## config.mk

```make
export PLATFORM = sky130hd
export DESIGN_NAME = wwd_pair
export DESIGN_NICKNAME = d
export VERILOG_FILES = /design/src/rtl/wwd_pair.v
export VERILOG_INCLUDE_DIRS = /design/src /design/src/rtl
export SDC_FILE = /design/constraint.sdc
export NUM_CORES = 1
export LEC_CHECK = 0
export ABC_AREA = 1
export BUFFER_PORTS_ARGS = -buffer_cell sky130_fd_sc_hd__buf_4
export CAP_MARGIN = 10
export CELL_PAD_IN_SITES_DETAIL_PLACEMENT = 1
export CELL_PAD_IN_SITES_GLOBAL_PLACEMENT = 1
export CORE_ASPECT_RATIO = 0.75
export CORE_UTILIZATION = 46
export DETAILED_ROUTE_END_ITERATION = 6
export GPL_ROUTABILITY_DRIVEN = 1
export GPL_TIMING_DRIVEN = 1
export PLACE_DENSITY = 0.85
export SLEW_MARGIN = 20
export SYNTH_ARGS = -nofsm -noshare
export SYNTH_HDL_FRONTEND = slang
export SYNTH_SLANG_ARGS = --single-unit
```

## constraint.sdc

```tcl
create_clock -name clk_i -period 5.86 [get_ports clk_i]
set_input_delay 0 -clock clk_i [delete_from_list [all_inputs] [get_ports clk_i]]
set_output_delay 0 -clock clk_i [all_outputs]
set_load 0.01 [all_outputs]
```

## src/rtl/wwd_map.vh

```
// Constants for the windowed watchdog pair: option word layout,
// divider and timeout selections, window position codes.
// Assumes inclusion by bare name from the design file.
`ifndef WWD_MAP_VH
`define WWD_MAP_VH

// Boot option word, main dog fields (LSB positions)
`define WWD_OPT_M_AUTO      0
`define WWD_OPT_M_CKS       1
`define WWD_OPT_M_TOPS      4
`define WWD_OPT_M_WST       6
`define WWD_OPT_M_WEND      8
`define WWD_OPT_M_RST       10
`define WWD_OPT_M_NMI       11
// Boot option word, independent dog fields (LSB positions)
`define WWD_OPT_I_AUTO      16
`define WWD_OPT_I_CKS       17
`define WWD_OPT_I_TOPS      20
`define WWD_OPT_I_WST       22
`define WWD_OPT_I_WEND      24
`define WWD_OPT_I_RST       26
`define WWD_OPT_I_NMI       27
`define WWD_OPT_I_STOP      28
`define WWD_OPT_WIDTH       32

// Main refresh key pair
`define WWD_KEY_ARM         8'h00
`define WWD_KEY_FIRE        8'hff

// Timeout select: counter reload values (cycles - 1)
`define WWD_TOP_0           14'h03ff
`define WWD_TOP_1           14'h0fff
`define WWD_TOP_2           14'h1fff
`define WWD_TOP_3           14'h3fff

// Main dog divider ratios minus one, select codes 0..5
`define WWD_MDIV_0          13'h0003
`define WWD_MDIV_1          13'h003f
`define WWD_MDIV_2          13'h007f
`define WWD_MDIV_3          13'h01ff
`define WWD_MDIV_4          13'h07ff
`define WWD_MDIV_5          13'h1fff
// Independent dog divider ratios minus one, select codes 0..5
`define WWD_IDIV_0          13'h0000
`define WWD_IDIV_1          13'h000f
`define WWD_IDIV_2          13'h001f
`define WWD_IDIV_3          13'h003f
`define WWD_IDIV_4          13'h007f
`define WWD_IDIV_5          13'h00ff

// Window start codes: 0=100% 1=75% 2=50% 3=25%; end codes: 0=75% 1=50% 2=25% 3=0%
`define WWD_WIN_CODE_W      2

`endif

```

## src/rtl/wwd_pair.v

```verilog
// Windowed watchdog pair: main dog on clk_i, independent dog on a
// sampled dedicated clock pin, both with prescaler and 14-bit down-counter.
// Assumes CPU writes arrive as one-cycle strobes on clk_i and that the
// boot option word is stable across reset release.
//
// Summary of operation
// - Main dog prescaler divides clock by 4, 64, 128, 512, 2048 or 8192.
// - Independent dog prescaler divides its clock by 1, 16, 32, 64, 128 or 256.
// - Auto-start mode begins counting at reset release using boot option settings.
// - Register start mode: software programs controls, first refresh starts counting.
// - Main refresh is write 00h then FFh to its refresh register.
// - Independent dog refreshed by a write inside its permitted window.
// - Register start mode reloads counter from control timeout select.
// - Auto-start mode reloads counter from option timeout select.
// - Auto-start mode takes divider, window, timeout and action from option word.
// - Counting stops on underflow or refresh error; reset restores initial values.
// - Underflow gives internal reset if permitted, else an interrupt request.
// - Each dog's interrupt goes out as non-maskable or maskable.
// - Register start mode: control registers accept one write before first refresh, later ones ignored.
// - Stop-all halts main dog, keeping counter and state.
`timescale 1ns/100ps
`include "wwd_map.vh"

module wwd_dog #(
   parameter IS_MAIN = 1
) (
   input  wire        clk_i,       // System clock
   input  wire        reset_i,     // Async reset, active high
   input  wire        tick_i,      // Base count enable
   input  wire        halt_i,      // Freeze counting
   input  wire        boot_i,      // Option word valid
   input  wire        start_i,     // One-cycle pulse at boot load
   input  wire        refr_ok_i,   // Valid refresh pulse
   input  wire        refr_bad_i,  // Bad sequence pulse
   input  wire        cwr_i,       // Control write strobe
   input  wire [2:0]  c_cks_i,     // Control divider select
   input  wire [1:0]  c_tops_i,    // Control timeout select
   input  wire [1:0]  c_wst_i,     // Control window start
   input  wire [1:0]  c_wend_i,    // Control window end
   input  wire        rwr_i,       // Reset-control write strobe
   input  wire        r_rst_i,     // Reset output permitted
   input  wire        r_nmi_i,     // Interrupt as NMI
   input  wire        o_auto_i,    // Option auto-start
   input  wire [2:0]  o_cks_i,     // Option divider select
   input  wire [1:0]  o_tops_i,    // Option timeout select
   input  wire [1:0]  o_wst_i,     // Option window start
   input  wire [1:0]  o_wend_i,    // Option window end
   input  wire        o_rst_i,     // Option reset permitted
   input  wire        o_nmi_i,     // Option NMI select
   output reg  [13:0] count_o,     // Down-counter value
   output reg         running_o,   // Counting
   output reg         rst_req_o,   // Reset request pulse
   output reg         nmi_o,       // NMI pulse
   output reg         irq_o,       // Maskable interrupt pulse
   output reg         under_o,     // Sticky underflow seen
   output reg         err_o        // Sticky refresh error seen
);

   reg  [12:0] pre_reg;
   reg  [2:0]  cks_reg;
   reg  [1:0]  tops_reg;
   reg  [1:0]  wst_reg;
   reg  [1:0]  wend_reg;
   reg         rst_reg;
   reg         nmi_reg;
   reg         clock_reg;
   reg         rlock_reg;
   reg         started_reg;

   // divider ratio minus one per select code
   function [12:0] div_lim;
      input       main;
      input [2:0] sel;
      begin
         case (sel)
            3'h0:    div_lim = main ? `WWD_MDIV_0 : `WWD_IDIV_0;
            3'h1:    div_lim = main ? `WWD_MDIV_1 : `WWD_IDIV_1;
            3'h2:    div_lim = main ? `WWD_MDIV_2 : `WWD_IDIV_2;
            3'h3:    div_lim = main ? `WWD_MDIV_3 : `WWD_IDIV_3;
            3'h4:    div_lim = main ? `WWD_MDIV_4 : `WWD_IDIV_4;
            default: div_lim = main ? `WWD_MDIV_5 : `WWD_IDIV_5;
         endcase
      end
   endfunction

   function [13:0] top_val;
      input [1:0] sel;
      begin
         case (sel)
            2'h0:    top_val = `WWD_TOP_0;
            2'h1:    top_val = `WWD_TOP_1;
            2'h2:    top_val = `WWD_TOP_2;
            default: top_val = `WWD_TOP_3;
         endcase
      end
   endfunction

   // option word overrides registers in auto-start mode
   wire        auto_m = o_auto_i;
   wire [2:0]  e_cks  = auto_m ? o_cks_i  : cks_reg;
   wire [1:0]  e_tops = auto_m ? o_tops_i : tops_reg;
   wire [1:0]  e_wst  = auto_m ? o_wst_i  : wst_reg;
   wire [1:0]  e_wend = auto_m ? o_wend_i : wend_reg;
   wire        e_rst  = auto_m ? o_rst_i  : rst_reg;
   wire        e_nmi  = auto_m ? o_nmi_i  : nmi_reg;

   // reload value follows the active timeout select
   wire [13:0] top    = top_val(e_tops);
   wire [13:0] quart  = top[13:2] + 14'h0001;
   wire [13:0] q2     = {quart[12:0], 1'b0};
   wire [13:0] q3     = quart + q2;
   reg  [13:0] win_hi;
   reg  [13:0] win_lo;

   always @* begin
      case (e_wst)
         2'h0:    win_hi = top;
         2'h1:    win_hi = q3 - 14'h0001;
         2'h2:    win_hi = q2 - 14'h0001;
         default: win_hi = quart - 14'h0001;
      endcase
      case (e_wend)
         2'h0:    win_lo = q3;
         2'h1:    win_lo = q2;
         2'h2:    win_lo = quart;
         default: win_lo = 14'h0000;
      endcase
   end

   wire in_win  = (count_o <= win_hi) && (count_o >= win_lo);
   // halt freezes prescaler and counter in place
   wire pre_en  = tick_i && running_o && !halt_i;
   wire step    = pre_en && (pre_reg >= div_lim(IS_MAIN != 0, e_cks));
   wire undflow = step && (count_o == 14'h0000);
   // window miss or bad pair counts as refresh error
   wire refr_err = running_o && (refr_bad_i || (refr_ok_i && !in_win));
   wire event_hit = undflow || refr_err;
   wire load     = boot_i && ((refr_ok_i && (!running_o || in_win)) || (start_i && auto_m));

   // one write per register, only before first refresh
   always @(posedge clk_i or posedge reset_i) begin
      if (reset_i) begin
         cks_reg     <= 3'h0;
         tops_reg    <= 2'h3;
         wst_reg     <= 2'h0;
         wend_reg    <= 2'h3;
         rst_reg     <= 1'b0;
         nmi_reg     <= 1'b0;
         clock_reg   <= 1'b0;
         rlock_reg   <= 1'b0;
         started_reg <= 1'b0;
      end else begin
         if (cwr_i && !clock_reg && !started_reg && !auto_m) begin
            cks_reg   <= c_cks_i;
            tops_reg  <= c_tops_i;
            wst_reg   <= c_wst_i;
            wend_reg  <= c_wend_i;
            clock_reg <= 1'b1;
         end
         if (rwr_i && !rlock_reg && !started_reg && !auto_m) begin
            rst_reg   <= r_rst_i;
            nmi_reg   <= r_nmi_i;
            rlock_reg <= 1'b1;
         end
         if (refr_ok_i)
            started_reg <= 1'b1;
      end
   end

   always @(posedge clk_i or posedge reset_i) begin
      if (reset_i) begin
         pre_reg   <= 13'h0000;
         count_o   <= 14'h0000;
         running_o <= 1'b0;
         rst_req_o <= 1'b0;
         nmi_o     <= 1'b0;
         irq_o     <= 1'b0;
         under_o   <= 1'b0;
         err_o     <= 1'b0;
      end else begin
         rst_req_o <= 1'b0;
         nmi_o     <= 1'b0;
         irq_o     <= 1'b0;
         if (event_hit) begin
            // counting stops on underflow or error
            running_o <= 1'b0;
            pre_reg   <= 13'h0000;
            // reset if permitted, else NMI or maskable
            rst_req_o <= e_rst;
            nmi_o     <= !e_rst && e_nmi;
            irq_o     <= !e_rst && !e_nmi;
            under_o   <= under_o | undflow;
            err_o     <= err_o | refr_err;
         end else if (load) begin
            // auto-start at boot, register mode on first refresh
            count_o   <= top;
            pre_reg   <= 13'h0000;
            running_o <= 1'b1;
         end else if (step) begin
            pre_reg <= 13'h0000;
            count_o <= count_o - 14'h0001;
         end else if (pre_en) begin
            pre_reg <= pre_reg + 13'h0001;
         end
      end
   end

endmodule

module wwd_pair (
   input  wire        clk_i,          // Peripheral clock, 20 MHz
   input  wire        reset_i,        // Async reset, active high
   input  wire        ind_clk_i,      // Independent dog clock pin
   input  wire        all_stop_i,     // All modules stopped
   input  wire [31:0] boot_word_i,    // Boot option word
   input  wire        m_refr_wr_i,    // Main refresh register write
   input  wire [7:0]  m_refr_data_i,  // Main refresh write data
   input  wire        i_refr_wr_i,    // Independent refresh register write
   input  wire        m_ctrl_wr_i,    // Main control register write
   input  wire        i_ctrl_wr_i,    // Independent control register write
   input  wire [2:0]  ctrl_cks_i,     // Control divider select
   input  wire [1:0]  ctrl_tops_i,    // Control timeout select
   input  wire [1:0]  ctrl_wst_i,     // Control window start
   input  wire [1:0]  ctrl_wend_i,    // Control window end
   input  wire        m_rctrl_wr_i,   // Main reset-control write
   input  wire        i_rctrl_wr_i,   // Independent reset-control write
   input  wire        rctrl_rst_i,    // Reset output permitted
   input  wire        rctrl_nmi_i,    // Interrupt as NMI
   output reg         int_reset_o,    // Internal reset pulse
   output wire        m_nmi_o,        // Main NMI pulse
   output wire        m_irq_o,        // Main interrupt pulse
   output wire        i_nmi_o,        // Independent NMI pulse
   output wire        i_irq_o,        // Independent interrupt pulse
   output wire [13:0] m_count_o,      // Main counter
   output wire [13:0] i_count_o,      // Independent counter
   output wire        m_running_o,    // Main counting
   output wire        i_running_o,    // Independent counting
   output wire        m_under_o,      // Main underflow seen
   output wire        i_under_o,      // Independent underflow seen
   output wire        m_err_o,        // Main refresh error seen
   output wire        i_err_o         // Independent refresh error seen
);

   reg  [31:0] boot_reg;
   reg         boot_ok_reg;
   reg         start_reg;
   reg         s1_reg;
   reg         s2_reg;
   reg         s3_reg;
   reg         lvl_reg;
   reg         itick_reg;
   reg         armed_reg;
   reg         m_ok_reg;
   reg         m_bad_reg;
   reg         i_ok_reg;
   wire        m_rst;
   wire        i_rst;

   // Strap caught after release, never under reset
   always @(posedge clk_i or posedge reset_i) begin
      if (reset_i) begin
         boot_reg    <= 32'h0000_0000;
         boot_ok_reg <= 1'b0;
         start_reg   <= 1'b0;
      end else begin
         start_reg <= !boot_ok_reg;
         if (!boot_ok_reg) begin
            boot_reg    <= boot_word_i;
            boot_ok_reg <= 1'b1;
         end
      end
   end

   // Pin clock sampled; a rising edge counts when stages two and three agree
   always @(posedge clk_i or posedge reset_i) begin
      if (reset_i) begin
         s1_reg    <= 1'b0;
         s2_reg    <= 1'b0;
         s3_reg    <= 1'b0;
         lvl_reg   <= 1'b0;
         itick_reg <= 1'b0;
      end else begin
         s1_reg    <= ind_clk_i;
         s2_reg    <= s1_reg;
         s3_reg    <= s2_reg;
         itick_reg <= 1'b0;
         if (s2_reg == s3_reg && s2_reg != lvl_reg) begin
            lvl_reg   <= s2_reg;
            itick_reg <= s2_reg;
         end
      end
   end

   // only 00h followed by FFh refreshes the main dog
   always @(posedge clk_i or posedge reset_i) begin
      if (reset_i) begin
         armed_reg <= 1'b0;
         m_ok_reg  <= 1'b0;
         m_bad_reg <= 1'b0;
         i_ok_reg  <= 1'b0;
      end else begin
         m_ok_reg  <= 1'b0;
         m_bad_reg <= 1'b0;
         i_ok_reg  <= i_refr_wr_i;
         if (m_refr_wr_i) begin
            if (m_refr_data_i == `WWD_KEY_ARM) begin
               armed_reg <= 1'b1;
            end else begin
               armed_reg <= 1'b0;
               m_ok_reg  <= armed_reg && (m_refr_data_i == `WWD_KEY_FIRE);
               m_bad_reg <= !(armed_reg && (m_refr_data_i == `WWD_KEY_FIRE));
            end
         end
      end
   end

   always @(posedge clk_i or posedge reset_i) begin
      if (reset_i)
         int_reset_o <= 1'b0;
      else
         int_reset_o <= m_rst | i_rst;
   end

   // main dog on the peripheral clock, window checked inside
   wwd_dog #(.IS_MAIN(1)) u_main (
      .clk_i      (clk_i),
      .reset_i    (reset_i),
      .tick_i     (1'b1),
      .halt_i     (all_stop_i),
      .boot_i     (boot_ok_reg),
      .start_i    (start_reg),
      .refr_ok_i  (m_ok_reg),
      .refr_bad_i (m_bad_reg),
      .cwr_i      (m_ctrl_wr_i),
      .c_cks_i    (ctrl_cks_i),
      .c_tops_i   (ctrl_tops_i),
      .c_wst_i    (ctrl_wst_i),
      .c_wend_i   (ctrl_wend_i),
      .rwr_i      (m_rctrl_wr_i),
      .r_rst_i    (rctrl_rst_i),
      .r_nmi_i    (rctrl_nmi_i),
      .o_auto_i   (boot_reg[`WWD_OPT_M_AUTO]),
      .o_cks_i    (boot_reg[`WWD_OPT_M_CKS+2:`WWD_OPT_M_CKS]),
      .o_tops_i   (boot_reg[`WWD_OPT_M_TOPS+1:`WWD_OPT_M_TOPS]),
      .o_wst_i    (boot_reg[`WWD_OPT_M_WST+1:`WWD_OPT_M_WST]),
      .o_wend_i   (boot_reg[`WWD_OPT_M_WEND+1:`WWD_OPT_M_WEND]),
      .o_rst_i    (boot_reg[`WWD_OPT_M_RST]),
      .o_nmi_i    (boot_reg[`WWD_OPT_M_NMI]),
      .count_o    (m_count_o),
      .running_o  (m_running_o),
      .rst_req_o  (m_rst),
      .nmi_o      (m_nmi_o),
      .irq_o      (m_irq_o),
      .under_o    (m_under_o),
      .err_o      (m_err_o)
   );

   // independent dog ticks from its own pin clock
   wwd_dog #(.IS_MAIN(0)) u_ind (
      .clk_i      (clk_i),
      .reset_i    (reset_i),
      .tick_i     (itick_reg),
      .halt_i     (all_stop_i & boot_reg[`WWD_OPT_I_STOP]),
      .boot_i     (boot_ok_reg),
      .start_i    (start_reg),
      .refr_ok_i  (i_ok_reg),
      .refr_bad_i (1'b0),
      .cwr_i      (i_ctrl_wr_i),
      .c_cks_i    (ctrl_cks_i),
      .c_tops_i   (ctrl_tops_i),
      .c_wst_i    (ctrl_wst_i),
      .c_wend_i   (ctrl_wend_i),
      .rwr_i      (i_rctrl_wr_i),
      .r_rst_i    (rctrl_rst_i),
      .r_nmi_i    (rctrl_nmi_i),
      .o_auto_i   (boot_reg[`WWD_OPT_I_AUTO]),
      .o_cks_i    (boot_reg[`WWD_OPT_I_CKS+2:`WWD_OPT_I_CKS]),
      .o_tops_i   (boot_reg[`WWD_OPT_I_TOPS+1:`WWD_OPT_I_TOPS]),
      .o_wst_i    (boot_reg[`WWD_OPT_I_WST+1:`WWD_OPT_I_WST]),
      .o_wend_i   (boot_reg[`WWD_OPT_I_WEND+1:`WWD_OPT_I_WEND]),
      .o_rst_i    (boot_reg[`WWD_OPT_I_RST]),
      .o_nmi_i    (boot_reg[`WWD_OPT_I_NMI]),
      .count_o    (i_count_o),
      .running_o  (i_running_o),
      .rst_req_o  (i_rst),
      .nmi_o      (i_nmi_o),
      .irq_o      (i_irq_o),
      .under_o    (i_under_o),
      .err_o      (i_err_o)
   );

endmodule

```

# After elaboration in Yosys (flattened, before gate mapping)

Cells that the tools add are included.

Add/sub/neg operators: 14
Order comparisons: 6
Eq/ne operators: 23
Mux-type cells: 48
Bitwise operators: 8
Reduce and logical (&&, ||, !) cells: 83

Operators by type and width:

| kind                  | count |
|---|---|
| $pmux 14 s3           | 6 |
| $sub 14x1->14 const B | 8 |
| $mux 13               | 8 |
| $pmux 13 s5           | 1 |
| $mux 14               | 4 |
| $pmux 8 s5            | 1 |
| $logic_and 1x1->1     | 37 |
| $add 14x14->14        | 2 |
| $ge 14x14->1          | 2 |
| $le 14x14->1          | 2 |
| $logic_not 14->1      | 2 |
| $add 12x1->13 const B | 2 |
| $add 13x1->13 const B | 2 |
| $logic_not 1->1       | 20 |
| $mux 1                | 20 |
| $ge 13x13->1          | 1 |
| $ge 13x8->1           | 1 |
| $eq 2x1->1 const B    | 6 |
| $eq 2x2->1 const B    | 6 |
| $eq 3x2->1 const B    | 4 |
| $logic_not 2->1       | 6 |
| $mux 2                | 6 |
| $eq 8x8->1 const B    | 1 |
| $logic_not 8->1       | 1 |
| 13 further kinds      | 33 |

Register bits after elaboration: 135
Bits of input ports: 61
Output and inout bits: 39
Logic and storage cells: 229

# Logic depth before layout (Yosys ltp)

Gate-level depths: netlist of the first run.

Depth in word-level cells: 16
Depth in mapped cells: 30

# Cells and area by module

From an unflattened synthesis of the first run, not the netlist that was laid out.

Cells, all modules: 1,141
Area, all modules: 8,569.5 µm²

By module, submodules not included:

| module            | instances | cells an instance | area an instance (µm²) | sequential area each (µm²) |
|---|---|---|---|---|
| wwd_dog at u_main | 1         | 509               | 3,659.8                | 1,181.1 |
| wwd_dog at u_ind  | 1         | 481               | 3,487.1                | 1,181.1 |
| wwd_pair          | 1         | 151               | 1,422.6                | 925.9 |

# Worst setup path before layout of the first run

Ideal clock, no wire load.

Path kind: reg2reg
Start point: reg boot_reg[0]
End point: reg u_main.count_o[8]
Library setup time: 0.117 ns
Arrival time: 3.301 ns
Data required time: 5.743 ns
Slack: 2.442 ns
Stages on the path, launching flop included: 28
Period minus slack after synthesis: 3.418 ns
Cell sequence: dfrtp_1 -> inv_2 -> or2_0 -> o21a_1 -> clkbuf_1 -> inv_1 -> ha_1 -> o21ai_1 -> inv_1 -> nor2_1 -> nand4_1 -> nand3_1 -> nand2_1 -> ha_1 -> nand2_1 -> inv_1 -> nand2_1 -> nor2_1 -> nand2_1 -> nand2_1 -> nand2_2 -> nand3_2 -> nand2_2 -> nor2_4 -> nand2_4 -> buf_6 -> nand2_1 -> nand2_1

Cells in the longest elaborated chain, start to end: 16

Ends and longest elaborated chain:

| element                            | RTL line       | text |
|---|---|---|
| start: declaration                 | wwd_pair.v:244 | `reg [31:0] boot_reg;` |
| start signal: assignment           | wwd_pair.v:268 | `boot_reg <= boot_word_i;` |
| $mux 2                             | wwd_pair.v:101 | `wire [1:0] e_tops = auto_m ? o_tops_i : tops_reg;` |
| $eq 2x2->1 (tied with other cells) | wwd_pair.v:89  | `case (sel)` |
| $pmux 14 s3                        | wwd_pair.v:89  |  |
| $add 12x1->13                      | wwd_pair.v:109 | `wire [13:0] quart = top[13:2] + 14'h0001;` |
| $add 14x14->14                     | wwd_pair.v:111 | `wire [13:0] q3 = quart + q2;` |
| $sub 14x1->14                      | wwd_pair.v:118 | `2'h1: win_hi = q3 - 14'h0001;` |
| $pmux 14 s3                        | wwd_pair.v:116 | `case (e_wst)` |
| $le 14x14->1                       | wwd_pair.v:130 | `wire in_win = (count_o <= win_hi) && (count_o >= win_lo);` |
| $logic_and 1x1->1                  | wwd_pair.v:130 |  |
| $logic_not 1->1                    | wwd_pair.v:136 | `wire refr_err = running_o && (refr_bad_i \|\| (refr_ok_i && !in_win));` |
| $logic_and 1x1->1                  | wwd_pair.v:136 |  |
| $logic_or 1x1->1                   | wwd_pair.v:136 |  |
| $logic_and 1x1->1                  | wwd_pair.v:136 |  |
| $logic_or 1x1->1                   | wwd_pair.v:137 | `wire event_hit = undflow \|\| refr_err;` |
| $not 1->1 (no line)                | --             |  |
| $reduce_and 2->1 (no line)         | --             |  |
| end signal: assignment             | wwd_pair.v:196 | `count_o <= top;` |
| end signal: assignment             | wwd_pair.v:201 | `count_o <= count_o - 14'h0001;` |
| end: declaration                   | wwd_pair.v:50  | `output reg [13:0] count_o,` |

Several ways; a longest one is shown, not always the timed one.
A chain may end at the register's enable or synchronous reset.

# Worst setup path after layout of the first run

Start point: reg boot_reg[0]
End point: reg u_main.count_o[4]

The elaborated chain is that of the path after synthesis.

==> results of run 1 <==
-- cells in the final DEF, fill, tap and decap left out, types with 25 or more instances in the layout --
cell type / instances
dfrtp_1: 123
buf_4: 94
xor2_1: 25
ha_1: 59
nand2_1: 424
o21ai_0: 64
dlygate4sd3_1: 48
nand3_1: 90
inv_1: 156
nor2_1: 119
-- routing by layer --
layer	part of all wire	global-route usage	vias up
li1	-	-	4061
met1	0.46	0.413	4172
met2	0.48	0.523	190
met3	0.037	0.0429	44
met4	0.022	0.102	0
met5	0	0	-
-- cell type report --
type	count	area share
Antenna cell	1	0.000237
Clock buffer	21	0.0446
Clock inverter	11	0.0144
Inverter	161	0.0583
Multi-Input combinational cell	890	0.428
Sequential cell	131	0.312
Tap cell	242	0.0287
Timing Repair Buffer	143	0.114
-- power by group through the flow --
stage               clock network [mW]  registers [mW]  logic, mW
finish                            1.15            1.31       1.61
global route                      1.20            1.34       1.80
CTS                               1.16            1.31       1.59
detailed placement                   0            1.32       1.52
global placement                     0            1.31       1.45
floorplan                            0            1.28       1.03
-- critical path: stages, from the launching register on --
cell     delay (ns)
dfrtp_1        0.74
inv_2          0.21
or2_0          0.26
o21a_1         0.24
inv_1          0.23
ha_1           0.29
inv_1          0.15
o21ai_0        0.20
inv_1          0.08
nand3_1        0.08
nand2_1        0.05
nand3_1        0.06
nand2_1        0.06
ha_1           0.29
nand2_1        0.07
inv_1          0.07
nand2_1        0.07
nor2_1         0.10
nand2_1        0.07
nand2_1        0.15
nand2_2        0.10
nand3_2        0.08
nand2_2        0.08
nor2_4         0.59
nand2_4        0.27
nand2_1        0.13
nand2_1        0.05
-- metrics by stage --
stage | instances | util | worst slack, ns
6_report | 1600 | 0.588 | 0.943
5_1_grt | 1600 | 0.588 | 0.469
4_1_cts | 1599 | 0.588 | 1.04
3_5_place_dp | 1519 | 0.526 | 1.18
3_3_place_gp | 1519 | 0.526 | 1.38
2_1_floorplan | 1208 | - | 2.38
-- final timing paths --
kind                                           to        startpoint  slack [ns]  cells after the start
worst max register to register  u_main.count_o[4]       boot_reg[0]        0.94                     26
worst min-delay path                    m_bad_reg  m_refr_data_i[7]        0.05                      4
worst max-delay path            u_main.count_o[4]       boot_reg[0]        0.94                     26
max in group asynchronous               armed_reg           reset_i        4.52                      4
min in group asynchronous             boot_reg[4]           reset_i        0.21                      3
worst min register to register             s2_reg            s1_reg        0.35                      0
-- kinds of logic after synthesis --
family	after synthesis
adders and majority gates	59
DFF	131
buffers and inverters	187
muxes	3
and+or+nand+nor	694
AOI/OAI and AO/OA	100
other	1
xor gates and xnor gates	33
==> metrics, run 1 <==
Distinct cells, synth=44; Reg area=roughly 0.0033 mm^2; number of setup buffers added after CTS=0; Final min period=about 4.9 ns; Synth Area in Adders=0.0861; Clk network pwr share=0.283; P_int=around 2.4 mW; number of synthesized flops with an enable pin=0; Synth Instances=approximately 1200; TritonCTS clock tree=built; P&R area growth vs syn=22.9%; vias per cell=approximately 5.3; Slew headroom=0.277; max reg flops=25; endpoints failing setup=0; crit path launch type=register; clock sink count=roughly 130; clock buffer depth=2; post-synthesis mux area share=0.00350; drt drc=0; Rows=42; Tot GR Track Use=0.311; Seq pwr share=0.322; Post-synth ARST share=1.00; clk_lat worst skew=between 0.4 and 0.5 ns; GRT overflow=0; top-count cell post-synth=nand2_1; status=finished, final reports clean; GPL Wtd Cong=roughly 0.83; cts hold-fix bufs=between 40 and 50; CP endpoint kind=register; largest family of logic cells by synthesized area=simple AND/OR/NAND/NOR gates; Post-Synth XOR/XNOR Area=0.0337; Setup CP Type=register to register; final worst path period share=0.839; Hold WC Path Type=input pin to register; First-pass DRT Iterations=6; core area=roughly 0.018 mm^2; post-route cell area=approximately 0.011 mm^2; pin count of the biggest net entering global routing=approximately 80; Max-Cap Viols=0; post-synthesis compound-gate area fraction=0.0627; Synth Flop Type=dfrtp_1; Mapped Area=0.00858 mm^2; post-place instance area=~0.0094 mm^2; layout cells sized above 1=0.122; Reg clk slew, reported paths=around 0.06 ns; Design Power=roughly 4 mW; post-synth top area share=0.359; Routed Wire Length=28500 um; YS warnings=0; Worst Tran Pin Value=about 1.1 ns; peak supply drop=0.000171 V; pins over their slew limit=0; FMAX=between 0.2 and 0.25 GHz; H-tree depth=4; footprint of the multi-input gates=about 0.0045 mm^2; Comb pwr share=0.395; Sw Ratio=0.417; clock skew=0.00770 ns; RSZ-0062 raised after global routing=false; detailed placer's ending HPWL=between 15000 and 20000 um; top post-synthesis cells by area=dfrtp_1 (36%), nand2_1 (19%), ha_1 (8.6%), inv_1 (6.9%), nand3_1 (5.3%); Synth area leader=dfrtp_1; TNS Setup=0 ns; Required @ worst endpoint=just over 6 ns; Post-synth top cells=nand2_1 (424), inv_1 (157), dfrtp_1 (123); Hold Worst Slack=0.0530 ns; number of global-route vias before repair=9046; P_sw=around 1.7 mW; # resized after CTS=0; power per cell area=386 mW/mm^2; share of the yosys chip area belonging to registers=0.383; WL/cell=17.8 um; total die area=0.0192 mm^2; worst-path maximum fanout=26; total CTS buffers=17; simple logic cell fraction of the synthesized area=0.340; # IOs=100; PortBufs=between 90 and 100; final hold vios=0; die height=approximately 120 um; Syn Area/Cell=roughly 7.1 um^2; Starting DRT DRC Count=565; Pleak=roughly 5.7 nW; clock root cell=clkbuf_16; Yosys reg bits=~130; die extent in x=around 160 um; antenna violations before repair=1; starting density of the core=0.479; first-pass GRT wire length=~47000 um; Filler Cell Count=between 2000 and 2500; Net Count, Synth=1328; DRT antenna net count=0; via count=8467; worst path arrival time=roughly 5.2 ns; Final nets=roughly 1500
Note: power is estimated with default switching activity, not from simulation.
==> run 2, diff against run 1 <==
--- a/config.mk
+++ b/config.mk
@@ -6,17 +6,17 @@
 export SDC_FILE = /design/constraint.sdc
 export NUM_CORES = 1
 export LEC_CHECK = 0
-export ABC_AREA = 1
+export ABC_AREA = 0
 export BUFFER_PORTS_ARGS = -buffer_cell sky130_fd_sc_hd__buf_4
 export CAP_MARGIN = 10
 export CELL_PAD_IN_SITES_DETAIL_PLACEMENT = 1
 export CELL_PAD_IN_SITES_GLOBAL_PLACEMENT = 1
 export CORE_ASPECT_RATIO = 0.75
-export CORE_UTILIZATION = 46
+export CORE_UTILIZATION = 41
 export DETAILED_ROUTE_END_ITERATION = 6
 export GPL_ROUTABILITY_DRIVEN = 1
 export GPL_TIMING_DRIVEN = 1
-export PLACE_DENSITY = 0.85
+export PLACE_DENSITY = 0.76
 export SLEW_MARGIN = 20
 export SYNTH_ARGS = -nofsm -noshare
 export SYNTH_HDL_FRONTEND = slang
==> constraint.sdc (replaced) <==
create_clock -name clk_i -period 4.3 [get_ports clk_i]
set_input_delay 0 -clock clk_i [delete_from_list [all_inputs] [get_ports clk_i]]
set_output_delay 0 -clock clk_i [all_outputs]
set_load 0.01 [all_outputs]
==> run 2 against run 1 <==
Effect of this change: non-clock buffer count rose by 52; synthesized area down 8.6%; largest power group unchanged; via count shrank 15%; highest routed layer unchanged.
==> metrics, run 2 <==
vias per cell=around 5.8; Post-synth top cells=dfrtp_1 (123), nor2_1 (76), a21oi_1 (67); crit path launch type=register; max reg flops=25; peak supply drop=0.000251 V; share of the yosys chip area belonging to registers=0.420; P&R area growth vs syn=35.1%; pins over their slew limit=0; Clk network pwr share=0.329; Yosys reg bits=131; clock root cell=clkbuf_16; H-tree depth=4; commonest non-fill, non-tap cell in the layout=buf_4; Design Power=a little over 5 mW; Reg clk slew, reported paths=approximately 0.060 ns; final hold vios=0; clk_lat worst skew=around 0.43 ns; PortBufs=a little over 90; # IOs=100; clock buffer depth=2; DRT antenna net count=0; via count=7194; total die area=about 0.02 mm^2; worst-path maximum fanout=7; Critical Path Start=boot_reg[0]; Worst Tran Pin Value=between 0.9 and 1 ns; final core utilization=0.569; starting density of the core=0.421; post-route cell area=approximately 0.011 mm^2; Routed Wire Length=~25000 um; Syn Area/Cell=between 9 and 10 um^2; die height=122 um; Post-synth ARST share=1.00; Reg area=roughly 0.0033 mm^2; worst setup path end=u_main.count_o[13]; commonest cells after routing, fill and taps aside=buf_4 (139), dfrtp_1 (121), nor2_1 (74); Required @ worst endpoint=about 4.6 ns; reg-to-reg startpoint=boot_reg[0]; Filler Cell Count=between 2000 and 2500; Seq pwr share=0.316; P_sw=roughly 1.8 mW; Hold WC Path Type=input pin to register; pin count of the biggest net entering global routing=slightly below 100; clock sink count=between 100 and 150; Setup CP Type=register to register; power per cell area=490 mW/mm^2; r2r setup slk=slightly above 0.09 ns; # diodes=0; FMAX=about 0.24 GHz; Starting DRT DRC Count=about 540; clock skew=approximately 0.0086 ns; Synth Instances=~800; Slew headroom=0.393; CP endpoint kind=register; die extent in x=approximately 160 um; number of global-route vias before repair=~7200; Sw Ratio=0.354; core area=0.0186 mm^2; Distinct cells, synth=70; top-count cell post-synth=dfrtp_1; footprint of the multi-input gates=0.00461 mm^2; P_int=around 3.4 mW; post-synth top area share=0.393; Reg-to-Reg End=u_main.count_o[13]; post-place instance area=around 0.009 mm^2; Tot GR Track Use=0.254; Pleak=~4.6 nW; GPL Wtd Cong=0.840; drt drc=0; top post-synthesis cells by area=dfrtp_1 (39%), ha_1 (9.4%), mux2_2 (8.3%), a21oi_1 (4.3%), nor2_1 (3.6%); antenna violations before repair=0; Final min period=roughly 4.2 ns; GRT overflow=0; Rows=43; total CTS buffers=17; Comb pwr share=0.355; endpoints failing setup=0; first-pass GRT wire length=between 30000 and 40000 um; Synth Flop Type=dfrtp_1; Mapped Area=just under 0.008 mm^2; layout cells sized above 1=0.291; final worst slack=between 0.09 and 0.1 ns; number of synthesized flops with an enable pin=0; Hold Worst Slack=around 0.22 ns; Net Count, Synth=approximately 920; YS warnings=0; final worst path period share=0.979; WL/cell=19.8 um; Synth area leader=dfrtp_1; detailed placer's ending HPWL=~16000 um; Final nets=roughly 1100; worst path arrival time=4.53 ns; worst r2r path cells=17; Max-Cap Viols=0; First-pass DRT Iterations=5; Post-Place Worst Slack=-0.120 ns; status=finished, final reports clean; TritonCTS clock tree=built
==> run 2: changes by cell type after synthesis, moves of 11 or more <==
| cell | before | now |
|---|---|---|
| xor2_1 | 25 | 8 |
| o21ai_0 | 64 | 30 |
| nor2_1 | 119 | 76 |
| mux2_2 | 0 | 58 |
| mux2i_1 | 3 | 18 |
| a21oi_1 | 15 | 67 |
| nand3_1 | 90 | 29 |
| or3_1 | 0 | 11 |
| inv_1 | 157 | 23 |
| nand2_1 | 424 | 65 |
| a31oi_1 | 2 | 17 |
==> run 2: stage by stage <==
step	std cells	setup TNS [ns]
after CTS	1239	0
final	1250	0
after global routing	1250	-1.04
after floorplan	803	0
after global placement	1150	0
after detailed placement	1150	-1.18
==> run 2: kinds of logic after synthesis <==
kind of cell | count (synthesis) | synth area share
XOR/XNOR | 15 | 0.0168
multiplexers | 76 | 0.106
AO/OA/AOI/OAI | 195 | 0.163
other | 1 | 0.000478
AND/OR/NAND/NOR | 274 | 0.173
adder cells (fa/ha/maj) | 60 | 0.0955
flip-flops | 131 | 0.420
buffers and inverters | 51 | 0.0252
==> run 2: area by class of cell <==
cell class	instances	area share
Multi-Input combinational cell	621	0.435
Timing Repair Buffer	195	0.151
Clock inverter	13	0.0216
Inverter	24	0.00945
Sequential cell	131	0.311
Tap cell	247	0.0292
Clock buffer	19	0.0428
==> run 2: layer usage <==
layer	GRT usage	part of all wire
met4	0.0566	0.012
met2	0.397	0.47
met3	0.0501	0.044
met5	0	0
met1	0.362	0.48
==> run 2: worst min-delay path by stage <==
stage	slack, ns	to	start	cells after the start
finish	0.22	s1_reg	ind_clk_i	2
global route	0.21	s1_reg	ind_clk_i	2
global placement	0.11	i_ok_reg	i_refr_wr_i	1
floorplan	0.03	i_ok_reg	i_refr_wr_i	0
CTS	0.20	s1_reg	ind_clk_i	2
detailed placement	0.11	i_ok_reg	i_refr_wr_i	1
==> run 2: worst max-delay path, cell delays in order (launching register included) <==
cell	delay, ns
dfrtp_2	0.45
mux2i_4	0.34
inv_4	0.08
ha_1	0.25
nor3_2	0.20
nor2_1	0.07
nor4_2	0.27
a21oi_1	0.10
o21ai_1	0.15
a21oi_1	0.06
ha_1	0.31
nand4_1	0.17
or4_4	0.59
o31ai_4	0.11
a21o_1	0.28
o21ai_4	0.14
buf_4	0.18
a211o_2	0.32
==> run 2: repair_timing <==
| item | 4_1_cts | 5_1_grt |
|---|---|---|
| endpoints found under the hold margin | 151 | 0 |
| pin swaps | 1 | 19 |
| gates cloned | 0 | 1 |
| hold buffers | 53 | 0 |
| resized for setup | 14 | 38 |
| setup endpoints to repair | 25 | 56 |
| buffers inserted | 4 | 10 |
==> run 2: power groups by stage <==
stage / combinational [mW] / clock [mW] / sequential, mW
6_report: 1.84 / 1.71 / 1.64
5_1_grt: 2.00 / 1.78 / 1.66
3_5_place_dp: 1.51 / 0 / 1.64
3_3_place_gp: 1.46 / 0 / 1.63
4_1_cts: 1.62 / 1.72 / 1.63
2_1_floorplan: 0.966 / 0 / 1.58
==> run 3, diff against run 2 <==
--- a/config.mk
+++ b/config.mk
@@ -9,14 +9,12 @@
 export ABC_AREA = 0
 export BUFFER_PORTS_ARGS = -buffer_cell sky130_fd_sc_hd__buf_4
 export CAP_MARGIN = 10
-export CELL_PAD_IN_SITES_DETAIL_PLACEMENT = 1
-export CELL_PAD_IN_SITES_GLOBAL_PLACEMENT = 1
 export CORE_ASPECT_RATIO = 0.75
-export CORE_UTILIZATION = 41
+export CORE_UTILIZATION = 51
 export DETAILED_ROUTE_END_ITERATION = 6
 export GPL_ROUTABILITY_DRIVEN = 1
 export GPL_TIMING_DRIVEN = 1
-export PLACE_DENSITY = 0.76
+export PLACE_DENSITY = 0.71
 export SLEW_MARGIN = 20
 export SYNTH_ARGS = -nofsm -noshare
 export SYNTH_HDL_FRONTEND = slang
==> constraint.sdc (replaced) <==
create_clock -name clk_i -period 4.2 [get_ports clk_i]
set_input_delay 0 -clock clk_i [delete_from_list [all_inputs] [get_ports clk_i]]
set_output_delay 0 -clock clk_i [all_outputs]
set_load 0.01 [all_outputs]
==> run 3 against run 2 <==
Effect of this change: total power fell by 4.6%; register-to-register slack improved by 0.05 ns; fmax grew 3.8%; largest power group unchanged.
==> metrics, run 3 (synthesized netlist as in run 2, its figures left out) <==
Pleak=~4.6 nW; total CTS buffers=17; post-place instance area=approximately 0.0090 mm^2; layout cells sized above 1=0.296; Starting DRT DRC Count=522; PortBufs=between 90 and 100; clk_lat worst skew=0.42 ns; TritonCTS clock tree=built; post-route cell area=0.0105 mm^2; Sw Ratio=0.365; endpoints failing setup=0; Reg area=0.00329 mm^2; drt drc=0; P&R area growth vs syn=34.3%; commonest cells after routing, fill and taps aside=buf_4 (137), dfrtp_1 (121), nor2_1 (72); Design Power=just under 5 mW; commonest non-fill, non-tap cell in the layout=buf_4; worst path arrival time=around 4.3 ns; starting density of the core=0.532; status=finished, final reports clean; detailed placer's ending HPWL=approximately 15000 um; Max-Cap Viols=0; worst-path cell chain=mux2i_4, ha_4, nor3_4, nor2_2, nor4_4, a21oi_1, o21ai_1, a21oi_1, ha_1, nand4_1, or4_4, o31ai_4, a21o_4, o21ai_4, nor3_4, buf_12, a31oi_2; worst-path maximum fanout=8; DRT antenna net count=0; GPL Wtd Cong=roughly 0.91; number of global-route vias before repair=6854; P_int=3.14 mW; Filler Cell Count=roughly 1100; FMAX=0.247 GHz; Post-Place Worst Slack=-0.106 ns; via count=approximately 7100; footprint of the multi-input gates=about 0.0047 mm^2; first-pass GRT wire length=roughly 35000 um; core area=between 0.01 and 0.015 mm^2; Tot GR Track Use=0.281; WL/cell=roughly 18 um; crit path launch type=register; Seq pwr share=0.336; die height=109 um; CP endpoint kind=register; Clk network pwr share=0.296; First-pass DRT Iterations=5; non-filler cells, final=between 1000 and 1500; placed insts=roughly 1100; P_sw=between 1.5 and 2 mW; final worst path period share=0.965; Hold Crit Depth=2; # IOs=100; # diodes=0; Hold WC Path Type=input pin to register; power per cell area=between 400 and 500 mW/mm^2; pin count of the biggest net entering global routing=66; pins over their slew limit=0; Rows=38; Comb pwr share=0.368; final worst slack=0.146 ns; CP max stage delay=between 0.5 and 0.6 ns; max reg flops=25; final hold vios=0; total die area=~0.016 mm^2; Setup CP Type=register to register; Final min period=a little over 4 ns; slowest CP cell=or4_4; Hold Worst Slack=0.231 ns; final core utilization=0.714; Reg clk slew, reported paths=around 0.06 ns; peak supply drop=0.000334 V; clock root cell=clkbuf_16; GRT overflow=0; clock buffer depth=2; Required @ worst endpoint=approximately 4.5 ns; worst r2r path cells=17; Slew headroom=0.474; clock sink count=roughly 130; vias per cell=5.93; Routed Wire Length=around 22000 um; antenna violations before repair=0; die extent in x=approximately 150 um; TNS Setup=0 ns; H-tree depth=4; Final nets=~1100; clock skew=about 0.0086 ns; Worst Tran Pin Value=a little under 0.8 ns
==> run 3: power by group through the flow <==
| stage | Sequential [mW] | Combinational [mW] | Clock, mW |
|---|---|---|---|
| CTS | 1.65 | 1.60 | 1.49 |
| global route | 1.68 | 1.99 | 1.54 |
| floorplan | 1.62 | 1.00 | 0 |
| finish | 1.66 | 1.82 | 1.47 |
| global placement | 1.66 | 1.48 | 0 |
| detailed placement | 1.67 | 1.54 | 0 |
==> run 3: final cells by class <==
| class | count | area share |
|---|---|---|
| clock buffers | 20 | 0.0443 |
| flip-flops and latches | 131 | 0.313 |
| repair buffers | 195 | 0.155 |
| well taps | 200 | 0.0238 |
| inverters | 24 | 0.00880 |
| clock inverters | 12 | 0.0117 |
| multi-input cells | 621 | 0.444 |
==> run 3: path summary, 6_finish.rpt <==
check	start	endpoint	slack [ns]
setup / recovery	boot_reg[0]	u_main.count_o[2]	0.15
hold / removal	ind_clk_i	s1_reg	0.23
setup reg to reg	boot_reg[0]	u_main.count_o[2]	0.15
hold reg to reg	s2_reg	s3_reg	0.41
max in group asynchronous	reset_i	u_ind.pre_reg[3]	2.92
min in group asynchronous	reset_i	u_main.pre_reg[10]	0.28
==> run 3: critical path: cells and delay by family (launching register included) <==
family / cells / cell delay, ns
flip-flops: 1 / 0.46
AND/OR/NAND/NOR: 6 / 1.55
multiplexers: 1 / 0.36
adder cells (fa/ha/maj): 2 / 0.57
buffers and inverters: 1 / 0.15
AO/OA/AOI/OAI: 7 / 0.83
==> run 3: repair_timing <==
action / in CTS / in global routing
gates cloned: 0 / 0
endpoints found under the hold margin: 112 / 0
resized for setup: 5 / 50
hold buffers: 53 / 0
endpoints found under the setup margin: 23 / 56
buffers inserted: 2 / 13
pin swaps: 3 / 24
==> run 3: per-layer routing <==
layer / GRT usage / share of wire
met5: 0 / 0
met4: 0.0850 / 0.017
met3: 0.0598 / 0.062
met2: 0.429 / 0.45
met1: 0.403 / 0.47
